<file path="src/hpm_pkg.sv">
// Shared constants and types of the switch power management block
package hpm_pkg;
  // ****************************************************************
  // Sizes
  // ****************************************************************
  localparam int NP = 7;
  localparam int ND = 6;
  localparam int NB = 8;
  localparam int DW = 32;
  localparam int TW = 16;
  // ****************************************************************
  // Timing
  // ****************************************************************
  localparam int CLK_NS = 8;
  localparam int TICK_NS = 1000;
  localparam int TICK_CYC = (TICK_NS + CLK_NS - 1) / CLK_NS;
  localparam logic [TW-1:0] PME_TO_RST = 16'h03e8;
  localparam logic [TW-1:0] ACK_TO_RST = 16'h03e8;
  // ****************************************************************
  // Register map, byte addresses
  // ****************************************************************
  localparam logic [7:0] A_PMCTL = 8'h00;
  localparam logic [7:0] A_PMETMR = 8'h04;
  localparam logic [7:0] A_ACKTMR = 8'h08;
  localparam logic [7:0] A_SW_CTRL = 8'h80;
  localparam logic [7:0] A_BCAP = 8'h84;
  localparam logic [7:0] A_AGSTAT = 8'h88;
  localparam logic [7:0] A_BDV = 8'ha0;
  localparam int PORT_SH = 4;
  // ****************************************************************
  // Fields
  // ****************************************************************
  localparam int F_PST = 0;
  localparam int F_NSR = 3;
  localparam int F_CFG = 4;
  localparam int F_PME_ST = 15;
  localparam int F_UNLK = 0;
  localparam logic [1:0] PST_D0 = 2'h0;
  localparam logic [1:0] PST_D3 = 2'h3;
  localparam logic NSR_RST = 1'b1;
  localparam logic [DW-1:0] BCAP_RST = 32'h0000_0000;
  // ****************************************************************
  // Types
  // ****************************************************************
  typedef enum logic [1:0] {PS_D0U, PS_D0A, PS_D3H, PS_D3C} hpm_pstate_t;
  typedef enum logic [2:0] {K_CFG0, K_MSG_SELF, K_REQ, K_CPL_SELF,
                            K_CPL_THRU} hpm_kind_t;
  typedef enum logic [2:0] {X_NONE, X_PROCESS, X_UR, X_UC, X_ROUTE,
                            X_DROP} hpm_act_t;
  typedef enum logic [1:0] {AG_IDLE, AG_WAIT, AG_DONE} hpm_agg_t;
endpackage : hpm_pkg

</file>
<file path="src/hpm_bdv_if.sv">
// Carrier between the block and its budget data store
`timescale 1ns/1ps
interface hpm_bdv_if;
  import hpm_pkg::*;
  logic          we;
  logic [2:0]    addr;
  logic [DW-1:0] wdata;
  logic [DW-1:0] rdata;
  modport ctl (output we, output addr, output wdata, input rdata);
  modport mem (input we, input addr, input wdata, output rdata);
endinterface : hpm_bdv_if

</file>
<file path="src/hpm_bdv_mem.sv">
// Eight-word budget data store with registered read data
`timescale 1ns/1ps
module hpm_bdv_mem (
  input wire logic mclk,
  input wire logic rst,
  hpm_bdv_if.mem   bus
);
  import hpm_pkg::*;
  logic [DW-1:0] mem [NB];

  always_ff @(posedge mclk) begin
    if (bus.we) begin
      mem[bus.addr] <= bus.wdata;
    end
  end

  always_ff @(posedge mclk) begin
    if (rst) begin
      bus.rdata <= '0;
    end else begin
      bus.rdata <= mem[bus.addr];
    end
  end
endmodule : hpm_bdv_mem

</file>
<file path="src/hpm_power_mgmt.sv">
// Per-port power management, turn-off aggregation and budget registers
`timescale 1ns/1ps
//
// How it works
// - Each downstream bridge state acts only on its own port.
// - A bridge in D3hot requests L1 independent of other ports.
// - Upstream in D3hot plus turn-off acks puts the switch low power.
// - Four states per bridge: D0 uninit, D0 active, D3hot, D3cold.
// - Reset gives D0 uninit; software configuration gives D0 active.
// - D3 write moves D0 active to D3hot; D0 write moves D3hot to D0 uninit.
// - Leaving D3hot resets nothing; no-soft-reset bit defaults set.
// - In D3hot type 0 config and messages to bridge are processed.
// - Other primary requests and all secondary requests become UR.
// - In D3hot TLP-caused errors report; other errors are dropped.
// - Completions to the bridge are unexpected; passing ones route.
// - Downstream hot-plug PME allowed in D3hot, never from D3cold.
// - Uncleared PME status past the time-out resends and restarts.
// - Upstream turn-off is forwarded on every active downstream port.
// - Upstream ack and L2/L3 only once every active port acked.
// - Upstream TLP before ack abandons; after ack TLPs are dropped.
// - Abandoning TLP is handled; a port out of L0 retrains first.
// - Abandon keeps downstream exchange; later TLPs retrain the port.
// - Downstream ack time-out counts as ack and enters L2/L3.
// - Back in D0 uninit instead of D3cold, PME generation resumes.
// - Budget header reads zero unless initialised; read-only from the register bus.
// - Budget data writable from the register bus only while the unlock bit is set.
module hpm_power_mgmt (
  input  wire logic                 mclk,
  input  wire logic                 rst,
  input  wire logic [7:0]           reg_addr,
  input  wire logic [31:0]          reg_wdata,
  input  wire logic                 reg_wr,
  input  wire logic                 reg_rd,
  output logic [31:0]               reg_rdata,
  input  wire logic                 init_we,
  input  wire logic [7:0]           init_addr,
  input  wire logic [31:0]          init_wdata,
  input  wire logic [hpm_pkg::NP-1:0] power_removed,
  input  wire logic                 tlp_valid,
  input  wire logic [2:0]           tlp_port,
  input  wire logic                 tlp_sec,
  input  wire hpm_pkg::hpm_kind_t   tlp_kind,
  input  wire logic [2:0]           tlp_dest,
  output hpm_pkg::hpm_act_t         tlp_act,
  input  wire logic                 err_valid,
  input  wire logic [2:0]           err_port,
  input  wire logic                 err_from_tlp,
  output logic                      err_msg,
  input  wire logic [hpm_pkg::ND-1:0] hp_event,
  output logic [hpm_pkg::ND-1:0]    pme_tx,
  input  wire logic                 turnoff_rx,
  input  wire logic [hpm_pkg::ND-1:0] dn_active,
  output logic [hpm_pkg::ND-1:0]    turnoff_tx,
  input  wire logic [hpm_pkg::ND-1:0] ack_rx,
  output logic [hpm_pkg::ND-1:0]    dn_l23,
  output logic [hpm_pkg::ND-1:0]    dn_retrain,
  output logic                      up_ack_tx,
  output logic                      up_l23,
  output logic                      switch_low,
  output logic [hpm_pkg::NP-1:0]    l1_req
);
  import hpm_pkg::*;

  // ****************************************************************
  // Bus decode
  // ****************************************************************
  hpm_pstate_t   pst [NP];
  logic [NP-1:0] d3h;
  logic [TW-1:0] pme_to [NP];
  logic [TW-1:0] ack_to [NP];
  logic [ND:0]   pme_status_bit;
  logic          unlock;
  logic [DW-1:0] bcap;
  logic [DW-1:0] rdata_q;
  logic          rd_mem_q;
  logic [7:0]    tick_cnt;
  wire  logic    tick = (tick_cnt == 8'(TICK_CYC - 1));
  wire  logic [2:0] a_port = reg_addr[PORT_SH+2:PORT_SH];
  wire  logic    a_pp = (reg_addr[7] == 1'b0) && (a_port < 3'(NP));
  wire  logic [7:0] a_off = {4'h0, reg_addr[3:0]};
  wire  logic    a_bdv = (reg_addr[7:5] == A_BDV[7:5]);
  wire  logic    wr_pm = reg_wr && a_pp && (a_off == A_PMCTL);
  wire  logic [1:0] w_pst = reg_wdata[F_PST+1:F_PST];
  hpm_bdv_if bdv ();

  hpm_bdv_mem u_mem (
    .mclk (mclk),
    .rst  (rst),
    .bus  (bdv)
  );

  // Init port has priority so boot loading cannot be blocked by lock
  assign bdv.we = (init_we && init_addr[7:5] == A_BDV[7:5])
                  || (reg_wr && a_bdv && unlock);
  assign bdv.addr = init_we ? init_addr[4:2] : reg_addr[4:2];
  assign bdv.wdata = init_we ? init_wdata : reg_wdata;

  always_ff @(posedge mclk) begin
    if (rst) begin
      tick_cnt <= '0;
    end else begin
      tick_cnt <= tick ? '0 : tick_cnt + 8'h01;
    end
  end

  // ****************************************************************
  // Bridge power states, one per port
  // ****************************************************************
  genvar p;
  generate
    for (p = 0; p < NP; p++) begin : g_port
      wire logic sel = wr_pm && (a_port == 3'(p));
      hpm_pstate_t next_pst;
      always_comb begin
        next_pst = pst[p];
        unique case (pst[p])
          PS_D0U: if (sel && reg_wdata[F_CFG]) next_pst = PS_D0A;
          PS_D0A: if (sel && w_pst == PST_D3) next_pst = PS_D3H;
          PS_D3H: begin
            if (power_removed[p]) next_pst = PS_D3C;
            else if (sel && w_pst == PST_D0) next_pst = PS_D0U;
          end
          PS_D3C: next_pst = PS_D3C;
        endcase
      end
      // Only the state changes; timers and registers keep context
      always_ff @(posedge mclk) begin
        if (rst) begin
          pst[p] <= PS_D0U;
          pme_to[p] <= PME_TO_RST;
          ack_to[p] <= ACK_TO_RST;
        end else begin
          pst[p] <= next_pst;
          if (reg_wr && a_pp && a_port == 3'(p) && a_off == A_PMETMR) begin
            pme_to[p] <= reg_wdata[TW-1:0];
          end
          if (reg_wr && a_pp && a_port == 3'(p) && a_off == A_ACKTMR) begin
            ack_to[p] <= reg_wdata[TW-1:0];
          end
        end
      end
      assign d3h[p] = (pst[p] == PS_D3H);
      assign l1_req[p] = d3h[p];
    end
  endgenerate
  assign pme_status_bit[0] = 1'b0;

  // ****************************************************************
  // Hot-plug PME with retry, and turn-off per downstream port
  // ****************************************************************
  hpm_agg_t      agg;
  logic [ND-1:0] pend;
  logic [ND-1:0] acked;
  logic [ND-1:0] snap;
  wire  logic    to_go = turnoff_rx;
  wire  logic    up_tlp = tlp_valid && tlp_port == 3'h0 && !tlp_sec;
  generate
    for (p = 1; p < NP; p++) begin : g_dn
      logic [TW-1:0] pcnt;
      logic [TW-1:0] acnt;
      // D3cold has no PME; any other state may raise one
      wire logic can_pme = (pst[p] != PS_D3C);
      wire logic hp = hp_event[p-1] && can_pme;
      wire logic clr = wr_pm && a_port == 3'(p) && reg_wdata[F_PME_ST];
      wire logic pexp = pme_status_bit[p] && tick && (pcnt >= pme_to[p]);
      wire logic aexp = pend[p-1] && tick && (acnt >= ack_to[p]);
      wire logic retr = up_tlp && tlp_dest == 3'(p) && dn_l23[p-1];
      always_ff @(posedge mclk) begin
        if (rst) begin
          pme_status_bit[p] <= 1'b0;
          pcnt <= '0;
          pme_tx[p-1] <= 1'b0;
          acnt <= '0;
          pend[p-1] <= 1'b0;
          acked[p-1] <= 1'b0;
          dn_l23[p-1] <= 1'b0;
          dn_retrain[p-1] <= 1'b0;
          turnoff_tx[p-1] <= 1'b0;
        end else begin
          // Event wins over a clear in the same cycle
          pme_status_bit[p] <= hp || (pme_status_bit[p] && !clr);
          pme_tx[p-1] <= (hp && !pme_status_bit[p]) || (pexp && can_pme);
          if (hp || pexp || !pme_status_bit[p]) begin
            pcnt <= '0;
          end else if (tick) begin
            pcnt <= pcnt + 16'h0001;
          end
          turnoff_tx[p-1] <= to_go && dn_active[p-1];
          if (to_go && dn_active[p-1]) begin
            pend[p-1] <= 1'b1;
            acked[p-1] <= 1'b0;
            acnt <= '0;
          end else if (pend[p-1] && (ack_rx[p-1] || aexp)) begin
            pend[p-1] <= 1'b0;
            acked[p-1] <= 1'b1;
          end else if (tick && pend[p-1]) begin
            acnt <= acnt + 16'h0001;
          end
          if (retr) begin
            dn_l23[p-1] <= 1'b0;
          end else if (pend[p-1] && (ack_rx[p-1] || aexp)) begin
            dn_l23[p-1] <= 1'b1;
          end
          dn_retrain[p-1] <= retr;
        end
      end
    end
  endgenerate

  // ****************************************************************
  // Upstream aggregation
  // ****************************************************************
  wire logic all_ack = ((snap & ~acked) == '0);
  hpm_agg_t next_agg;
  always_comb begin
    next_agg = agg;
    unique case (agg)
      AG_IDLE: if (to_go) next_agg = AG_WAIT;
      AG_WAIT: begin
        if (up_tlp) next_agg = AG_IDLE;
        else if (all_ack) next_agg = AG_DONE;
      end
      AG_DONE: next_agg = AG_DONE;
      default: next_agg = AG_IDLE;
    endcase
  end
  always_ff @(posedge mclk) begin
    if (rst) begin
      agg <= AG_IDLE;
      snap <= '0;
      up_ack_tx <= 1'b0;
    end else begin
      agg <= next_agg;
      if (to_go) begin
        snap <= dn_active;
      end
      up_ack_tx <= (agg == AG_WAIT) && (next_agg == AG_DONE);
    end
  end
  assign up_l23 = (agg == AG_DONE);
  assign switch_low = up_l23 && d3h[0];

  // ****************************************************************
  // TLP and error handling
  // ****************************************************************
  wire logic t_d3 = d3h[tlp_port];
  hpm_act_t next_act;
  always_comb begin
    next_act = X_NONE;
    if (tlp_valid) begin
      unique case (tlp_kind)
        K_CFG0, K_MSG_SELF: next_act = tlp_sec ? X_ROUTE : X_PROCESS;
        K_REQ: next_act = X_ROUTE;
        K_CPL_SELF: next_act = X_PROCESS;
        K_CPL_THRU: next_act = X_ROUTE;
        default: next_act = X_NONE;
      endcase
      if (t_d3) begin
        // A completion is never a request, whichever side it came from
        if (tlp_kind == K_CPL_SELF) begin
          next_act = X_UC;
        end else if (tlp_sec && tlp_kind != K_CPL_THRU) begin
          next_act = X_UR;
        end else if (tlp_kind == K_REQ) begin
          next_act = X_UR;
        end
      end
      if (up_tlp && agg == AG_DONE) begin
        next_act = X_DROP;
      end
    end
  end
  always_ff @(posedge mclk) begin
    if (rst) begin
      tlp_act <= X_NONE;
      err_msg <= 1'b0;
    end else begin
      tlp_act <= next_act;
      err_msg <= err_valid && (err_from_tlp || !d3h[err_port]);
    end
  end

  // ****************************************************************
  // Register reads and budget header
  // ****************************************************************
  logic [DW-1:0] pp_rd;
  assign pp_rd = (a_off == A_PMCTL)
      ? {16'h0, pme_status_bit[a_port], 10'h0, pst[a_port] != PS_D0U,
         NSR_RST, 1'b0, d3h[a_port] ? PST_D3 : PST_D0}
      : (a_off == A_PMETMR) ? {16'h0, pme_to[a_port]}
      : (a_off == A_ACKTMR) ? {16'h0, ack_to[a_port]} : '0;
  always_ff @(posedge mclk) begin
    if (rst) begin
      unlock <= 1'b0;
      bcap <= BCAP_RST;
      rdata_q <= '0;
      rd_mem_q <= 1'b0;
    end else begin
      if (reg_wr && reg_addr == A_SW_CTRL) begin
        unlock <= reg_wdata[F_UNLK];
      end
      if (init_we && init_addr == A_BCAP) begin
        bcap <= init_wdata;
      end
      rd_mem_q <= reg_rd && a_bdv;
      if (reg_rd) begin
        rdata_q <= a_pp ? pp_rd
            : (reg_addr == A_SW_CTRL) ? {31'h0, unlock}
            : (reg_addr == A_BCAP) ? bcap
            : (reg_addr == A_AGSTAT) ? {24'h0, switch_low, 1'b0,
                                        agg == AG_DONE, agg == AG_WAIT,
                                        acked[3:0]}
            : '0;
      end else begin
        rdata_q <= '0;
      end
    end
  end
  assign reg_rdata = rd_mem_q ? bdv.rdata : rdata_q;

  // ****************************************************************
  // Checks
  // ****************************************************************
  chk_up_ack_all: assert property (@(posedge mclk) disable iff (rst)
    up_ack_tx |-> $past(all_ack) && $past(agg == AG_WAIT))
    else $error("upstream ack before all ports acked");
  chk_abandon: assert property (@(posedge mclk) disable iff (rst)
    (agg == AG_WAIT && up_tlp) |=> agg == AG_IDLE && !up_ack_tx)
    else $error("aggregation not abandoned");
  chk_fwd_off: assert property (@(posedge mclk) disable iff (rst)
    to_go |=> turnoff_tx == $past(dn_active))
    else $error("turn-off not forwarded");
  chk_d3_ur: assert property (@(posedge mclk) disable iff (rst)
    (tlp_valid && t_d3 && tlp_kind == K_REQ && !up_l23) |=> tlp_act == X_UR)
    else $error("request in D3hot not UR");
  chk_err_drop: assert property (@(posedge mclk) disable iff (rst)
    (err_valid && !err_from_tlp && d3h[err_port]) |=> !err_msg)
    else $error("non-TLP error sent in D3hot");
  chk_d3_exit: assert property (@(posedge mclk) disable iff (rst)
    (d3h[0] && wr_pm && a_port == 3'h0 && w_pst == PST_D0
     && !power_removed[0]) |=> pst[0] == PS_D0U)
    else $error("D3hot exit wrong");
  chk_lock: assert property (@(posedge mclk) disable iff (rst)
    (reg_wr && a_bdv && !unlock && !init_we) |-> !bdv.we)
    else $error("locked budget data written");
  chk_low_pwr: assert property (@(posedge mclk) disable iff (rst)
    $rose(switch_low) |-> d3h[0] && agg == AG_DONE)
    else $error("switch low power without cause");
endmodule : hpm_power_mgmt

</file>
<file path="config.mk">
export PLATFORM = sky130hd
export DESIGN_NAME = hpm_power_mgmt
export DESIGN_NICKNAME = d
export VERILOG_FILES = /design/src/hpm_pkg.sv /design/src/hpm_bdv_if.sv /design/src/hpm_bdv_mem.sv /design/src/hpm_power_mgmt.sv
export SDC_FILE = /design/constraint.sdc
export NUM_CORES = 2
export LEC_CHECK = 0
export BUFFER_PORTS_ARGS = -buffer_cell sky130_fd_sc_hd__buf_2
export CORE_MARGIN = 2
export CORE_UTILIZATION = 56
export DETAILED_ROUTE_END_ITERATION = 8
export HOLD_SLACK_MARGIN = 0.15
export PLACE_DENSITY = 0.75
export SYNTH_ARGS = -nofsm -noshare
export SYNTH_HDL_FRONTEND = slang
export SYNTH_HIERARCHICAL = 1
export SYNTH_SLANG_ARGS = --single-unit
</file>
<file path="constraint.sdc">
create_clock -name mclk -period 4.83 [get_ports mclk]
set_clock_uncertainty 0.05 [all_clocks]
set_input_delay 0.7245 -clock mclk [delete_from_list [all_inputs] [get_ports mclk]]
set_output_delay 0.7245 -clock mclk [all_outputs]
set_load 0.03 [all_outputs]
</file>
==> out/qor.csv <==
metric;value;unit
holdBufCountCts;0;
die_y;276;microns
grt_pass1_wl;175;mm
grt.total_usage;0.300;
fin_util;0.632;
antenna_found_initial;13;
ant_nets;0;
post-dp-hpwl;83.2;mm
maxCapViolCount;0;
regToRegEndpoint;g_dn[2].acnt[9];
clk_latency;680;ps
synth_seq_cells;847;
vias_per_cell;6.16;
final_cell_mix;480 x edfxtp_1, 366 x dfxtp_1, 314 x nand2_1, 251 x inv_1, 219 x mux2i_1;
p_leak;18.0;nW
syn-num-nets;4119;
num_rows;99;
final_hold_viol_count;0;
ioPinCount;197;
fin_nets;4274;
vdd_drop_max;0.272;mV
grt_pass1_vias;28900;
synth_ff_type;edfxtp_1;
cts_tree;built;
placed_cells;4809;
p_per_area;341;nW/um^2
wirelength;117;mm
numCtsBuffers;89;
status;finished clean;
fp.dieW;276;microns
place_congestion;0.962;
postCtsSetupBuffers;0;
worstRegToRegCells;8;
first_iter_violations;3445;
endpoint_kind;output port;
initial_utilization;0.567;
fin_crit_sh;0.689;
placedInstanceArea;43400;sq um
endpoint;l1_req[6];
final_common_cell;edfxtp_1;
period_needed;3330;ps
dp_slack;1270;ps
fin_tns_setup;0;ps
layout.cells.non_filler;4986;
seq_area_frac_synth;0.524;
hold_path_class;in2reg;
wl_per_cell;23.4;microns
rsz0062_at_grt;false;
setup_slack;1500;ps
cts_resized;0;
drc_errors;0;
syn_avg_cell_area;11.0;sq um
syn_inst;3786;
cts.sink_count;847;
grt_overflow;0;
setup_violations;0;
synth_edf_count;480;
area_delta_synth_final;11.5;%
final_max_slew_viol_count;0;
numPortBuffers;196;
timing.hold.ws;254;ps
crit_fanout;6;
async_flop_share;0;
cp_data_required_time;4060;ps
design_area;46300;sq um
clkSlewWorstSetupHoldPaths;60;ps
worstPathArrival;2550;ps
fp.coreArea;73200;sq um
r2r_start;ack_to[2][11];
crit_start;pst[6][1];
worst_pin_slew;1340;ps
clockBufferDepth;3;
maxSlewHeadroom;0.102;
dieArea;76300;sq um
fmax;300;MHz
yosys_warnings;6;
startpoint_type;register;
drtPass1Iterations;6;
synth_cell_types;78;
htree_levels;3;
syn-cell-area;41500;sq um
crit_type;reg2out;
cts_root_buf;clkbuf_16;
worst-r2r-setup-slack;1580;ps
finalPower;15.8;mW
num_vias;30700;
grt_max_degree;105;
drive_above_1_share;0.134;
[how the worst min path moves through the flow]
stage              startpoint           to  cells past startpoint
3_5_place_dp         bcap[17]  rdata_q[17]                      1
2_1_floorplan          agg[1]       agg[0]                      1
4_1_cts        init_wdata[23]     bcap[23]                      3
3_3_place_gp         bcap[28]  rdata_q[28]                      1
6_report       init_wdata[23]     bcap[23]                      3
5_1_grt         init_wdata[1]      bcap[1]                      3
[flip-flops by register name, summed over array words and instances (netlist names), 8 cells and up]
signal and flops:
bcap 32, pme_to 112, tick_cnt 8, g_dn.pcnt 96
rdata_q 32, ack_to 112, u_mem/bus.rdata 32, u_mem/mem 256
pst 14, g_dn.acnt 96
[power by group]
part / internal (mW) / switching (mW)
Sequential: 7.79 / 0.129
Combinational: 0.387 / 0.732
Clock: 3.76 / 2.98
[worst max-delay path, stage by stage, from the launching register on]
cell	delay [ps]
dfxtp_1	440
nor2b_1	1080
buf_2	370
[cell usage after synthesis (all sizes together) (8+ instances only)]
cell,number,area share
a31oi,16,0.0024
o21a,17,0.0031
o31ai,22,0.0040
a21o,13,0.0024
nand2,314,0.028
inv,251,0.023
a22oi,9,0.0016
xnor2,64,0.014
o211ai,27,0.0049
edfxtp,480,0.35
or3,118,0.018
nor3,79,0.0096
ha,206,0.062
nor2,189,0.017
mux2,68,0.018
nor3b,10,0.0018
a2111oi,9,0.0021
nor2b,15,0.0023
o22a,64,0.014
nand2b,66,0.0099
and4,23,0.0049
dfxtp,367,0.18
nor4,19,0.0029
a22o,8,0.0017
o22ai,18,0.0027
mux2i,219,0.053
buf,64,0.0096
and3,27,0.0041
o21ai,120,0.014
or4,33,0.0061
a221oi,11,0.0023
o21bai,17,0.0031
nand4,71,0.011
clkbuf,123,0.011
o41ai,10,0.0021
mux4,35,0.019
o311ai,10,0.0021
nand3,75,0.0090
a21oi,200,0.027
a211oi,31,0.0056
xor2,39,0.0082
and2,167,0.025
[cell type report]
type	count	area, sq um
Antenna cell	10	25.0
Tap cell	959	1200
Fill cell	5632	26900
Clock inverter	53	520
Clock buffer	114	2350
Multi-Input combinational cell	2501	18100
Timing Repair Buffer	251	1420
Inverter	251	942
Sequential cell	847	21800
[layer usage]
metal  share of wire  global-route usage  vias to the layer above
li1                -                   -                    14100
met1            0.41               0.420                    14700
met2            0.43               0.448                     1590
met3            0.12              0.0755                      270
met4           0.040               0.123                        4
met5         0.00021                   0                        -
[cell families after synthesis]
family | after synthesis | share of synthesized area
simple gates | 1226 | 0.154
flops | 847 | 0.524
fa+ha+maj | 206 | 0.0621
compound gates | 644 | 0.104
xor+xnor | 103 | 0.0217
mux | 322 | 0.0902
buf+inv | 438 | 0.0434
No activity file was read; power rests on OpenSTA's default activity.
